<file path="src/logic/spc_pkg.sv">
// constants and types for the stack power-state command block
package spc_pkg;
    localparam int          ADDR_W        = 4;
    localparam logic [3:0]  ADDR_ALL      = 4'hf;
    localparam logic [3:0]  ADDR_NONE     = 4'h0;
    localparam int          CMD_W         = 3;
    localparam logic [2:0]  CMD_SLEEP     = 3'h1;
    localparam logic [2:0]  CMD_WAKE      = 3'h2;
    localparam logic [2:0]  CMD_RESET     = 3'h3;
    localparam logic [2:0]  CMD_BAL_EN    = 3'h4;
    localparam int          CLK_MHZ       = 250;
    localparam int          SLEEP_WAIT_US_500K = 500;
    localparam int          SLEEP_WAIT_US_250K = 1000;
    localparam int          SLEEP_WAIT_US_125K = 2000;
    localparam int          SLEEP_WAIT_US_62K  = 4000;
    localparam int          WAKE_TONE_HZ  = 4000;
    localparam int          WAKE_TONE_CYC = 4;
    localparam int          TOP_ACK_US    = 4000;
    localparam int          CNT_W         = 24;
    localparam logic [23:0] CNT_ZERO      = 24'h000000;
    localparam logic [23:0] CNT_ONE       = 24'h000001;
    typedef enum logic [1:0] {
        SPC_RATE_500K,
        SPC_RATE_250K,
        SPC_RATE_125K,
        SPC_RATE_62K
    } spc_rate_e;
    typedef enum logic [2:0] {
        SPC_AWAKE,
        SPC_SLEEP_WAIT,
        SPC_ASLEEP,
        SPC_WAKE_TX,
        SPC_TOP_WAIT
    } spc_state_e;
endpackage

</file>
<file path="src/logic/spc_core.sv">
// power-state, reset and balance-enable command interpreter
`timescale 1ns/100ps
`default_nettype none
module spc_core
    import spc_pkg::*;
#(
    parameter int SLEEP_WAIT_US = SLEEP_WAIT_US_500K,
    parameter int TOP_ACK_WAIT_US = TOP_ACK_US
)(
    input  wire logic              clk,
    input  wire logic              rstn,
    input  wire logic              cmd_valid,
    input  wire logic [CMD_W-1:0]  cmd_code,
    input  wire logic [ADDR_W-1:0] cmd_addr,
    input  wire logic              host_rx_valid,
    input  wire logic              wake_tone_in,
    input  wire logic              is_master,
    input  wire logic              is_top,
    input  wire logic              wdog_enable,
    input  wire logic              wdog_expired,
    input  wire logic              bal_config_ok,
    input  wire logic              ident_valid,
    input  wire logic [ADDR_W-1:0] ident_addr,
    input  wire logic [ADDR_W-1:0] ident_size,
    output logic                   ack_pulse,
    output logic                   nak_pulse,
    output logic                   asleep,
    output logic                   wake_tone_out,
    output logic                   host_rx_block,
    output logic                   comm_fault_check_en,
    output logic                   soft_reset_pulse,
    output logic                   balance_enable_bit,
    output logic [ADDR_W-1:0]      stack_addr,
    output logic [ADDR_W-1:0]      stack_size
);
    // ********************************************************
    // timing counts
    // ********************************************************
    // longest time rounds down; keep default below the chosen rate's bound
    localparam int SLEEP_CYC = SLEEP_WAIT_US * CLK_MHZ;
    localparam int HALF_TONE_CYC = (CLK_MHZ * 1000000) / (2 * WAKE_TONE_HZ);
    localparam int TONE_CYC = HALF_TONE_CYC * 2 * WAKE_TONE_CYC;
    localparam int TOP_ACK_CYC = TOP_ACK_WAIT_US * CLK_MHZ;

    function automatic logic [CNT_W-1:0] to_cnt(input int n);
        to_cnt = CNT_W'(n);
    endfunction

    // ********************************************************
    // command decode
    // ********************************************************
    logic is_bcast;
    logic is_mine;
    logic host_rx_ok;
    spc_state_e state_r;
    logic [CNT_W-1:0] cnt_r;
    logic [CNT_W-1:0] tone_div_r;

    assign is_bcast = (cmd_addr == ADDR_ALL);
    assign is_mine  = (cmd_addr == stack_addr) && !is_bcast;
    assign host_rx_block = (state_r == SPC_WAKE_TX);
    assign host_rx_ok = !host_rx_block;
    // waking and asleep never raise a communication fault
    assign comm_fault_check_en = (state_r == SPC_AWAKE);
    assign asleep = (state_r == SPC_ASLEEP);

    logic sleep_cmd;
    logic wake_cmd;
    logic rst_cmd;
    logic ben_cmd;
    assign sleep_cmd = cmd_valid && host_rx_ok && (cmd_code == CMD_SLEEP);
    assign wake_cmd  = cmd_valid && host_rx_ok && (cmd_code == CMD_WAKE);
    assign rst_cmd   = cmd_valid && host_rx_ok && (cmd_code == CMD_RESET);
    assign ben_cmd   = cmd_valid && host_rx_ok && (cmd_code == CMD_BAL_EN);

    // ********************************************************
    // power-state machine
    // ********************************************************
    always_ff @(posedge clk or negedge rstn)
    begin
        if (!rstn)
        begin
            state_r <= SPC_AWAKE;
            cnt_r   <= CNT_ZERO;
        end
        else
        begin
            unique case (state_r)
                SPC_AWAKE:
                begin
                    // no identification needed for sleep
                    if (sleep_cmd && is_bcast)
                    begin
                        state_r <= SPC_SLEEP_WAIT;
                        cnt_r   <= to_cnt(SLEEP_CYC);
                    end
                    else if (wdog_enable && wdog_expired)
                        state_r <= SPC_ASLEEP;
                end
                SPC_SLEEP_WAIT:
                begin
                    if (sleep_cmd && is_bcast)
                        cnt_r <= to_cnt(SLEEP_CYC);
                    else if (cmd_valid || host_rx_valid)
                        state_r <= SPC_AWAKE;
                    else if (cnt_r == CNT_ONE)
                        state_r <= SPC_ASLEEP;
                    else
                        cnt_r <= cnt_r - CNT_ONE;
                end
                SPC_ASLEEP:
                begin
                    // only a broadcast wake on the master or an incoming tone wakes us
                    if ((wake_cmd && is_bcast && is_master) || wake_tone_in)
                    begin
                        state_r <= is_top ? SPC_TOP_WAIT : SPC_WAKE_TX;
                        cnt_r   <= is_top ? to_cnt(TOP_ACK_CYC) : to_cnt(TONE_CYC);
                    end
                end
                SPC_WAKE_TX:
                begin
                    if (cnt_r == CNT_ONE)
                        state_r <= SPC_AWAKE;
                    else
                        cnt_r <= cnt_r - CNT_ONE;
                end
                SPC_TOP_WAIT:
                begin
                    if (cnt_r == CNT_ONE)
                        state_r <= SPC_AWAKE;
                    else
                        cnt_r <= cnt_r - CNT_ONE;
                end
            endcase
        end
    end

    // ********************************************************
    // wake tone generator
    // ********************************************************
    always_ff @(posedge clk or negedge rstn)
    begin
        if (!rstn)
        begin
            tone_div_r    <= CNT_ZERO;
            wake_tone_out <= 1'b0;
        end
        else if (state_r != SPC_WAKE_TX)
        begin
            tone_div_r    <= CNT_ZERO;
            wake_tone_out <= 1'b0;
        end
        else if (tone_div_r == to_cnt(HALF_TONE_CYC - 1))
        begin
            tone_div_r    <= CNT_ZERO;
            wake_tone_out <= !wake_tone_out;
        end
        else
            tone_div_r <= tone_div_r + CNT_ONE;
    end

    // ********************************************************
    // acknowledges
    // ********************************************************
    always_ff @(posedge clk or negedge rstn)
    begin
        if (!rstn)
        begin
            ack_pulse <= 1'b0;
            nak_pulse <= 1'b0;
        end
        else
        begin
            ack_pulse <= (state_r == SPC_AWAKE && sleep_cmd && is_bcast && is_top)
                      || (state_r == SPC_TOP_WAIT && cnt_r == CNT_ONE);
            // master may be unidentified, so any non-broadcast wake is refused
            nak_pulse <= (sleep_cmd && is_mine)
                      || (wake_cmd && !is_bcast && is_master);
        end
    end

    // ********************************************************
    // reset, addressing and balance enable
    // ********************************************************
    logic do_reset;
    // broadcast reset has no effect and nothing is answered
    assign do_reset = rst_cmd && is_mine && state_r != SPC_ASLEEP;

    always_ff @(posedge clk or negedge rstn)
    begin
        if (!rstn)
            soft_reset_pulse <= 1'b0;
        else
            soft_reset_pulse <= do_reset;
    end

    always_ff @(posedge clk or negedge rstn)
    begin
        if (!rstn)
        begin
            stack_addr <= ADDR_NONE;
            stack_size <= ADDR_NONE;
        end
        else if (do_reset)
        begin
            stack_addr <= ADDR_NONE;
            stack_size <= ADDR_NONE;
        end
        else if (ident_valid)
        begin
            stack_addr <= ident_addr;
            stack_size <= ident_size;
        end
    end

    always_ff @(posedge clk or negedge rstn)
    begin
        if (!rstn)
            balance_enable_bit <= 1'b0;
        else if (do_reset)
            balance_enable_bit <= 1'b0;
        else if (ben_cmd && (is_bcast || is_mine) && bal_config_ok)
            balance_enable_bit <= 1'b1;
    end

    // ********************************************************
    // checks
    // ********************************************************
    a_tone_blocks_host: assert property (@(posedge clk) disable iff (!rstn)
        wake_tone_out |-> host_rx_block) else $error("tone sent while host rx open");
    a_unicast_sleep_nak: assert property (@(posedge clk) disable iff (!rstn)
        (sleep_cmd && is_mine) |=> nak_pulse) else $error("missing sleep nak");
    a_unicast_sleep_stay: assert property (@(posedge clk) disable iff (!rstn)
        (state_r == SPC_AWAKE && sleep_cmd && is_mine && !(wdog_enable && wdog_expired))
        |=> state_r == SPC_AWAKE) else $error("unicast sleep acted on");
    a_top_sleep_ack: assert property (@(posedge clk) disable iff (!rstn)
        (state_r == SPC_AWAKE && sleep_cmd && is_bcast && is_top) |=> ack_pulse)
        else $error("top missed sleep ack");
    a_sleep_abort: assert property (@(posedge clk) disable iff (!rstn)
        (state_r == SPC_SLEEP_WAIT && host_rx_valid && !sleep_cmd) |=> state_r == SPC_AWAKE)
        else $error("sleep not aborted");
    a_sleep_restart: assert property (@(posedge clk) disable iff (!rstn)
        (state_r == SPC_SLEEP_WAIT && sleep_cmd && is_bcast) |=> cnt_r == to_cnt(SLEEP_CYC))
        else $error("sleep wait not restarted");
    a_sleep_leave: assert property (@(posedge clk) disable iff (!rstn)
        (asleep && !wake_tone_in && !(wake_cmd && is_bcast && is_master)) |=> asleep)
        else $error("left sleep without wake");
    a_reset_clears_addr: assert property (@(posedge clk) disable iff (!rstn)
        do_reset |=> (stack_addr == ADDR_NONE && stack_size == ADDR_NONE && !balance_enable_bit))
        else $error("reset left state");
    a_bcast_reset_ignored: assert property (@(posedge clk) disable iff (!rstn)
        (rst_cmd && is_bcast) |=> !soft_reset_pulse) else $error("broadcast reset acted");
    a_ben_needs_config: assert property (@(posedge clk) disable iff (!rstn)
        $rose(balance_enable_bit) |-> $past(bal_config_ok)) else $error("ben without config");
    a_wdog_sleep: assert property (@(posedge clk) disable iff (!rstn)
        (state_r == SPC_AWAKE && !sleep_cmd && wdog_enable && wdog_expired) |=> asleep)
        else $error("watchdog sleep missed");
    a_wake_nak_master: assert property (@(posedge clk) disable iff (!rstn)
        (wake_cmd && !is_bcast && is_master) |=> nak_pulse)
        else $error("missing wake nak");
    a_top_wake_ack: assert property (@(posedge clk) disable iff (!rstn)
        (state_r == SPC_TOP_WAIT && cnt_r == CNT_ONE) |=> (ack_pulse && state_r == SPC_AWAKE))
        else $error("top wake ack missing");
    a_sleep_wait_bound: assert property (@(posedge clk) disable iff (!rstn)
        state_r == SPC_SLEEP_WAIT |-> (cnt_r <= to_cnt(SLEEP_CYC) && cnt_r != CNT_ZERO))
        else $error("sleep wait out of bound");
    a_bcast_ben: assert property (@(posedge clk) disable iff (!rstn)
        (ben_cmd && is_bcast && bal_config_ok) |=> balance_enable_bit)
        else $error("broadcast balance enable lost");
    a_master_wake_tone: assert property (@(posedge clk) disable iff (!rstn)
        (asleep && wake_cmd && is_bcast && is_master && !is_top) |=> host_rx_block)
        else $error("master did not start tone");
    a_tone_wakes: assert property (@(posedge clk) disable iff (!rstn)
        (asleep && wake_tone_in) |=> !asleep)
        else $error("tone did not wake");
endmodule
`default_nettype wire

</file>
<file path="config.mk">
export PLATFORM = sky130hd
export DESIGN_NAME = spc_core
export DESIGN_NICKNAME = d
export VERILOG_FILES = /design/src/logic/spc_pkg.sv /design/src/logic/spc_core.sv
export SDC_FILE = /design/constraint.sdc
export NUM_CORES = 1
export LEC_CHECK = 0
export ABC_AREA = 1
export BUFFER_PORTS_ARGS = -buffer_cell sky130_fd_sc_hd__buf_4
export CORE_ASPECT_RATIO = 1.25
export CORE_MARGIN = 4
export CORE_UTILIZATION = 40
export CTS_CLUSTER_DIAMETER = 40
export DETAILED_ROUTE_END_ITERATION = 8
export SYNTH_ARGS = -nofsm -noshare
export SYNTH_HDL_FRONTEND = slang
export SYNTH_SLANG_ARGS = --single-unit
</file>
<file path="constraint.sdc">
create_clock -name clk -period 2.1 [get_ports clk]
set_input_delay 0.42 -clock clk [delete_from_list [all_inputs] [get_ports clk]]
set_output_delay 0.42 -clock clk [all_outputs]
set_load 0.01 [all_outputs]
</file>
Word-level counts from Yosys, hierarchy flattened

Cells that the tools add are included.

Output and inout bits: 16
Logic and storage cells: 95
Bits in registers: 64
Input bits: 26

Add/subtract/negate cells: 2
Eq/ne operators: 21
Muxes and demuxes: 26
Reduce and logical (&&, ||, !) cells: 36

Operators with widths:

| operator                                                             | count |
|---|---|
| 24-bit two-way mux                                                   | 7 |
| 24-bit one-hot mux with 4 select lines                               | 1 |
| 24-bit by 1-bit adder with 24-bit output, second input constant      | 1 |
| 24-bit by 1-bit == test with 1-bit output, second input constant     | 1 |
| 24-bit by 15-bit == test with 1-bit output, second input constant    | 1 |
| 3-bit two-way mux                                                    | 8 |
| 24-bit by 1-bit subtractor with 24-bit output, second input constant | 1 |
| 1-bit logical AND                                                    | 21 |
| 20-bit two-way mux                                                   | 1 |
| 4-bit two-way mux                                                    | 4 |
| 3-bit by 2-bit == test with 1-bit output, second input constant      | 4 |
| 3-bit one-hot mux with 4 select lines                                | 1 |
| 3-bit by 1-bit == test with 1-bit output, second input constant      | 2 |
| 3-bit == test, second input constant                                 | 2 |
| 2-bit by 1-bit != test with 1-bit output, second input constant      | 3 |
| 3-bit by 2-bit != test with 1-bit output, second input constant      | 2 |
| 3-bit != test, second input constant                                 | 2 |
| 2-bit nonzero test                                                   | 3 |
| 1-bit logical OR                                                     | 5 |
| 5-bit AND reduction                                                  | 1 |
| 4-bit == test                                                        | 1 |
| 4-bit == test, second input constant                                 | 1 |
| 1-bit two-way mux                                                    | 4 |
| 1-bit zero test                                                      | 3 |
| other kinds (5)                                                      | 5 |

Logic depth before layout (Yosys ltp)

Gate-level depths: netlist of run 1.

Word-level depth: 9
Mapped depth: 12
Gate-level depth less buffers: 12

Worst setup path before layout of run 1

Ideal clock, no wire load.

Kind: register -> register
Start point: register tone_div_r[0]
End point: register tone_div_r[20]
Library setup time: 0.119 ns
Stages on the path, launching flop included: 13
Setup slack: 0.375 ns
Arrival: 1.606 ns
Data required time: 1.981 ns
Buffers on the path: 0
Clock period less this slack: 1.725 ns
Cell sequence: dfrtp_1 -> ha_1 -> nand2_1 -> nor2_1 -> nand2_1 -> nor2_2 -> nand2_1 -> nor2_1 -> nand2_1 -> nor2_2 -> nand3_1 -> nand2_1 -> nor2_1

Cells in the longest elaborated chain, start to end: 3
Elaborated cells on any way between the ends: 4
Those cells by class: add/sub: 1; eq/ne: 1; mux: 2

RTL lines:

| item                                                                                                   | RTL line                         | RTL |
|---|---|---|
| from (decl)                                                                                            | spc_core.sv:57                   | `logic [CNT_W-1:0] tone_div_r;` |
| from (signal assigned)                                                                                 | spc_core.sv:159                  | `tone_div_r <= tone_div_r + CNT_ONE;` |
| 24-bit by 1-bit adder with 24-bit output or 24-bit by 15-bit == test with 1-bit output (tied branches) | spc_core.sv:159, spc_core.sv:153 |  |
| 24-bit two-way mux (*)                                                                                 | spc_core.sv:153                  | `else if (tone_div_r == to_cnt(HALF_TONE_CYC - 1))` |
| 24-bit two-way mux (*)                                                                                 | spc_core.sv:148                  | `else if (state_r != SPC_WAKE_TX)` |

Every way passes the cells marked *; elsewhere a longest branch is shown, timed or not.
A chain may end at the register's enable or synchronous reset.

Worst setup path after layout of run 1

Start point: register state_r[1]
End point: register cnt_r[15]

Cells in the longest elaborated chain, start to end: 9
Elaborated cells on any way between the ends: 20
Those cells by class: eq/ne: 7; mux: 2; reduce/logical: 11

RTL lines:

| item                                                      | RTL line                       | RTL |
|---|---|---|
| from (decl)                                               | spc_core.sv:55                 | `spc_state_e state_r;` |
| from (signal assigned)                                    | spc_core.sv:116                | `state_r <= is_top ? SPC_TOP_WAIT : SPC_WAKE_TX;` |
| 3-bit by 2-bit == test with 1-bit output                  | spc_core.sv:61, spc_core.sv:88 |  |
| 1-bit zero test                                           | spc_core.sv:62                 | `assign host_rx_ok = !host_rx_block;` |
| 1-bit logical AND                                         | spc_core.sv:71, spc_core.sv:72 |  |
| 1-bit logical AND                                         | spc_core.sv:72                 | `assign wake_cmd = cmd_valid && host_rx_ok && (cmd_code == CMD_WAKE);` |
| 1-bit logical AND (2 in series)                           | spc_core.sv:114                | `if ((wake_cmd && is_bcast && is_master) \|\| wake_tone_in)` |
| 1-bit logical OR                                          | spc_core.sv:114                |  |
| 2-bit by 1-bit != test with 1-bit output (no source line) | -                              |  |
| 3-bit AND reduction (no source line)                      | -                              |  |
| to (signal assigned)                                      | spc_core.sv:109                | `cnt_r <= cnt_r - CNT_ONE;` |
| to (signal assigned)                                      | spc_core.sv:117                | `cnt_r <= is_top ? to_cnt(TOP_ACK_CYC) : to_cnt(TONE_CYC);` |
| to (signal assigned)                                      | spc_core.sv:125                | `cnt_r <= cnt_r - CNT_ONE;` |
| to (decl)                                                 | spc_core.sv:56                 | `logic [CNT_W-1:0] cnt_r;` |

Several ways; a longest one is shown, not always the timed one.

==> results by group, run 1 <==
Synthesis
  – Top cell type's share of synthesized area: 0.3814
  – Yosys warnings: 0
  – Seq cells post-synth: 64
  – Sequential cell area fraction in the yosys report: 0.3814
  – Ys flop type: dfrtp_1
  – Synth top area cells: dfrtp_1 (38%), nand2_1 (15%), nor2_1 (8.7%), nand3_1 (6.6%), inv_1 (6.2%)
  – Unique masters post-synth: 39
  – Synthesized area per cell: 6.850 µm²
  – Ys async rst share: 1.000
  – Net Count, Synth: 643
  – Post-Syn Area: 0.004199 mm²
  – EDFF count, synth: 0
  – Post-Synthesis Cells: 613
  – Leading area contributor after synthesis: dfrtp_1

Critical path
  – CP max stage delay: 410 ps
  – Critical Path Most Common Cell: nand2_1
  – Crit path from: state_r[1]
  – Endpoint class of the critical path: register
  – Critical path arrival: 2120 ps
  – WP data required: 2320 ps
  – Startpoint Class: register
  – Crit-path slowest cell: dfrtp_1
  – R2R Path Start: state_r[1]
  – Crit Path Class: reg -> reg
  – CP bufs+invs: 2
  – CP cell instances: nand2_1, nor2_4, inv_4, nand2_1, nor2_2, nand2_1, nand2_2, nand3_4, inv_4, nand2_1, nor2_1, nor2_1
  – Crit path max-delay family: simple AND/OR/NAND/NOR gates
  – Worst Path Max Fanout: 24

STA
  – Worst-margin pin slew: 525.8 ps
  – Final Hold Vio Count: 0
  – Setup Total Neg Slack: 0 ps
  – Hold WS: 73.10 ps
  – Worst rel slew slack: 0.6495
  – Max-slew violations: 0
  – # setup viols final: 0
  – Fmax: 0.5269 GHz
  – Min Clock Period, post-route: 1898 ps
  – Crit share post-route: 0.9037
  – RSZ-0062 raised after global routing: false
  – Final Skew: 7.600 ps

Power
  – Maximum VDD drop: 0.0005707 V
  – P_leak: 0.002405 µW
  – PwrDens: 1107 mW/mm²
  – Total power: 5601 µW

Global route
  – Global-route wire length before repair: 19.92 mm
  – Total Routing Usage GR: 0.2054
  – Largest net degree at the start of global routing: 38
  – Antenna violations before repair: 0
  – Vias in the first global route: 4100
  – Grt total ovfl: 0

Cells and area
  – ANT cells: 0
  – Nets@finish: 704
  – Layout Cells excl Fill: 808
  – Share of cells above drive strength 1: 0.1620
  – P&R area growth vs syn: 20.50%
  – FILL cells: 1013
  – Final core occ: 0.4982

Route
  – WL/cell: 14.48 µm
  – Post-DRT Antenna Nets: 0
  – Vias: 4154
  – Drt drc: 0
  – DR pass1 iterations: 5
  – Final Routed Wirelength: 11.70 mm
  – Vias per cell: 5.141
  – Initial drt markers: 219

CTS
  – Clock root buffer: clkbuf_16
  – Hold_buf cts: 0
  – Clk Latency, worst-skew pair: 330 ps
  – CTS buffer count: 9
  – CTS tree: yes
  – Worst-path clk slew: 60 ps
  – Maximum clock path buffer count: 2
  – Htree depth: 3
  – Clock sink count: 64

Floorplan
  – Starting density of the core: 0.4134
  – Total die area: 0.01221 mm²
  – Site row count: 41
  – Core Region: 0.01016 mm²
  – Die height: 122.6 µm
  – I/O pin total: 42
  – Die X: 99.64 µm

Place
  – Port buffer count: 41
  – Detailed Place HPWL: 9.201 mm
  – Final Wtd Congestion: 0.9583
  – Cells after DPL: 792

Run status
  – Outcome: complete, no violations

Hold path
  – Min-Delay Path Class: in -> async

Run
  – Max_cap viols: 0
==> final timing paths <==
kind | to | slack [ps] | cells past startpoint
max in group asynchronous | tone_div_r[14] | 1510 | 2
worst min-delay path | stack_size[0] | 70 | 1
worst min register to register | tone_div_r[0] | 500 | 1
min in group clk | stack_addr[0] | 340 | 3
worst max-delay path | cnt_r[15] | 200 | 12
worst max register to register | cnt_r[15] | 200 | 12
==> synthesized netlist by cell type, drive strengths merged, types with 3 or more instances <==
master	number
a21oi	14
ha	4
a31oi	3
nand2	179
nor3	16
xor2	12
nor2	108
xnor2	5
or2	4
inv	74
o21ai	26
dfrtp	64
buf	5
nand4	23
nor4	7
nor3b	3
nand3	58
==> timing repair <==
action / CTS / global route
buffers inserted: 0 / 0
setup endpoints to repair: 0 / 2
resized for setup: 0 / 1
==> cells in the final DEF, fill, tap and decap left out, types with 2 or more instances in the layout <==
cell	n
xor2_1	12
dfrtp_1	63
nand2_1	173
a21oi_1	14
nand3_1	55
nor4_1	7
nor2_2	8
or2_2	4
nand3_4	2
clkbuf_8	2
clkbuf_16	9
nor3_1	14
buf_4	55
inv_2	3
nor2_1	97
inv_1	69
nand2_2	6
clkinvlp_4	2
clkinv_2	2
nor2_4	3
xnor2_1	5
inv_4	2
a31oi_1	3
o21ai_1	9
nand4_1	23
nor3_2	2
nor3b_1	2
ha_1	4
o21ai_2	5
o21ai_0	12
==> metal layers <==
metal  routed length, µm  GRT usage  up-vias
met3                 432    0.03127       25
met1                4974     0.2511     1932
met2                5997     0.3592       99
li1                    -          -     2098
met4                 299    0.08625        0
met5                   0          0        -
==> report_power, final <==
part	switching, µW	total, µW	internal (µW)
Clock	551	1530	978
Sequential	219	1670	1450
Combinational	1600	2400	807
Total	2370	5600	3230
==> cell type report <==
class | count | area [µm²] | area share
clock buffer | 11 | 252.7 | 0.04995
clock inverter | 5 | 55.05 | 0.01088
inverter | 74 | 282.8 | 0.05589
multi-input combinational | 469 | 2272 | 0.4491
sequential | 64 | 1603 | 0.3168
tap | 129 | 161.4 | 0.03190
timing repair buffer | 56 | 432.9 | 0.08556
==> sequential cells by signal, summed over array words and instances, names as in the netlist, 3 cells and up <==
register    count
cnt_r          24
stack_addr      4
stack_size      4
state_r         3
tone_div_r     24
==> logic make-up (layout without fill, tap and decap cells) <==
| group | Yosys count | count (layout) | synth area share |
|---|---|---|---|
| xor+xnor | 17 | 17 | 0.03546 |
| flops | 64 | 64 | 0.3814 |
| simple gates | 400 | 400 | 0.4285 |
| compound gates | 48 | 48 | 0.06526 |
| buf+inv | 80 | 146 | 0.07747 |
| fa+ha+maj | 4 | 4 | 0.01192 |
==> metrics by stage <==
step	instance area [µm²]	setup slack [ps]
CTS	5059	189.7
detailed placement	4751	171.2
floorplan	4199	374.8
global placement	4751	201.9
global route	5060	25.41
finish	5060	202.3
Note: power is estimated with default switching activity, not from simulation.
==> run 2: changes to the inputs <==
--- a/config.mk
+++ b/config.mk
@@ -6,12 +6,12 @@
 export NUM_CORES = 1
 export LEC_CHECK = 0
 export ABC_AREA = 1
-export BUFFER_PORTS_ARGS = -buffer_cell sky130_fd_sc_hd__buf_4
 export CORE_ASPECT_RATIO = 1.25
 export CORE_MARGIN = 4
 export CORE_UTILIZATION = 40
 export CTS_CLUSTER_DIAMETER = 40
 export DETAILED_ROUTE_END_ITERATION = 8
+export DONT_BUFFER_PORTS = 1
 export SYNTH_ARGS = -nofsm -noshare
 export SYNTH_HDL_FRONTEND = slang
 export SYNTH_SLANG_ARGS = --single-unit
==> run 2 against run 1 <==
Compared with the run above: sequential power barely moved; worst hold slack gained 140 ps; critical path depth is 1 lower; total power up 2.5%; fmax increased by 1.2%; worst setup slack improved by 23 ps; first-iteration DRC count down 28%.
==> results by group, run 2 (same netlist as run 1, synthesis figures left out) <==
Route
  – DR pass1 iterations: 5
  – Wire length on met1: 4.699 mm
  – Met2 Wirelength: 5.962 mm
  – DR top layer: met4
  – Post-DRT Antenna Nets: 0
  – DR WL met3: 610 µm
  – WL/cell: 15.21 µm
  – Drt drc: 0
  – Final Routed Wirelength: 11.68 mm
  – Vias per cell: 5.296
  – Initial drt markers: 157
  – Vias: 4067

CTS
  – CTS buffer count: 9
  – Htree depth: 3
  – Maximum clock path buffer count: 2
  – Clock sink count: 64
  – Clk Latency, worst-skew pair: 330 ps
  – Clock root buffer: clkbuf_16
  – Worst-path clk slew: 60 ps
  – CTS tree: yes

Critical path
  – Register-to-register setup slack: 230 ps
  – Worst Path Max Fanout: 15
  – Reg2reg end: cnt_r[13]
  – Crit Path Class: reg -> reg
  – WP data required: 2340 ps
  – R2R Path Start: state_r[0]
  – CP max stage delay: 390 ps
  – Startpoint Class: register
  – Critical Path Most Common Cell: nand2_1
  – Worst Reg-to-Reg Cells: 11
  – CP cell instances: nand2_1, nor2_4, inv_6, nand2_1, nor2_2, nand2_1, nand2_2, nand3_4, buf_6, nor2_1, a21boi_0
  – Endpoint class of the critical path: register
  – Crit-path slowest cell: dfrtp_1
  – Critical path arrival: 2110 ps

STA
  – Final Hold Vio Count: 0
  – Max-slew violations: 0
  – Setup Total Neg Slack: 0 ps
  – RSZ-0062 raised after global routing: false
  – Worst-margin pin slew: 416.5 ps
  – # setup viols final: 0
  – Min Clock Period, post-route: 1875 ps
  – Crit share post-route: 0.8927
  – Fmax: 0.5334 GHz
  – Final Skew: 5.889 ps
  – Worst rel slew slack: 0.7202

Hold path
  – Min-Delay Path Class: in -> reg
  – Hold Path Depth: 2
  – Hold EP: stack_size[2]
  – Worst hold start: ident_size[2]

Floorplan
  – Core Region: 0.01016 mm²
  – Total die area: 0.01221 mm²
  – I/O pin total: 42
  – Die height: 122.6 µm
  – Site row count: 41
  – Starting density of the core: 0.4134
  – Die X: 99.64 µm

Place
  – Post-DP Area: 0.004408 mm²
  – Cells after DPL: 748
  – Detailed Place HPWL: 8.964 mm
  – Final Wtd Congestion: 0.9591
  – Port buffer count: 0

Cells and area
  – Nets@finish: 664
  – P&R area growth vs syn: 14.87%
  – Share of cells above drive strength 1: 0.1095
  – Biggest regs: cnt_r x24, tone_div_r x24
  – Layout Cells excl Fill: 768
  – Commonest cells after routing, fill and taps aside: nand2_1 (172), nor2_1 (97), inv_1 (69), dfrtp_1 (63), nand3_1 (55)
  – Design Area, Final: 0.004823 mm²
  – FILL cells: 998
  – Final core occ: 0.4749
  – ANT cells: 0
  – Most common cell after layout, fill and taps aside: nand2_1

Global route
  – Global-route wire length before repair: 19.50 mm
  – Antenna violations before repair: 0
  – Largest net degree at the start of global routing: 65
  – Vias in the first global route: 4052
  – Grt total ovfl: 0
  – Total Routing Usage GR: 0.2016

Run
  – Max_cap viols: 0

Power
  – Flop pwr share: 0.293
  – PwrDens: 1190 mW/mm²
  – Maximum VDD drop: 0.0004570 V
  – Switching Share: 0.4135
  – Clock power share: 0.302
  – Comb pwr share: 0.404
  – Total power: 5740 µW
  – P_leak: 0.002230 µW
  – Psw: 2374 µW
  – Internal power: 3366 µW

Run status
  – Outcome: complete, no violations
run 2: power groups by stage:
stage	combinational, µW	sequential [µW]	clock [µW]
after floorplan	1720	1630	0
after global placement	2210	1700	0
after detailed placement	2240	1700	0
after CTS	2280	1690	1760
after global routing	2630	1710	1830
final	2320	1680	1740
run 2: worst max path at each step:
stage                   from              to  slack [ps]
6_report          state_r[0]       cnt_r[13]         230
5_1_grt            cnt_r[21]       cnt_r[23]           9
4_1_cts        tone_div_r[0]  tone_div_r[20]         140
3_5_place_dp   tone_div_r[0]  tone_div_r[20]         150
3_3_place_gp   tone_div_r[0]  tone_div_r[20]         220
2_1_floorplan  tone_div_r[0]  tone_div_r[20]         370
run 2: cell type report:
class / instances / area [µm²] / area share
Timing Repair Buffer: 16 / 146.4 / 0.03035
Inverter: 74 / 287.8 / 0.05966
Clock buffer: 9 / 225.2 / 0.04669
Tap cell: 129 / 161.4 / 0.03346
Clock inverter: 7 / 120.1 / 0.02490
Sequential cell: 64 / 1603 / 0.3323
Multi-Input combinational cell: 469 / 2280 / 0.4726
run 2: worst max-delay path: cells and delay by family (launching register included):
| kind | cells | cell delay (ps) |
|---|---|---|
| AO/OA/AOI/OAI | 1 | 190 |
| AND/OR/NAND/NOR | 8 | 920 |
| buffers and inverters | 2 | 280 |
| flip-flops | 1 | 390 |
run 2: per-stage QoR:
step | hold WS (ps) | setup WS, ps
after floorplan | 124.4 | 374.8
after global placement | 125.8 | 222.9
after detailed placement | 126.5 | 152.8
after CTS | 205.8 | 135.2
after global routing | 209.6 | 9.001
final | 215.8 | 225.2
run 2: timing repair:
| action | 4_1_cts | 5_1_grt |
|---|---|---|
| resized for setup | 0 | 6 |
| hold buffers | 2 | 0 |
| endpoints found under the setup margin | 0 | 5 |
| endpoints found under the hold margin | 64 | 0 |
| setup buffers | 0 | 2 |
run 2: layer usage:
layer  vias up  global-route usage
met3        32             0.03980
met5         -                   0
met2       123              0.3563
met4         0              0.1042
li1       2023                   -
met1      1889              0.2294
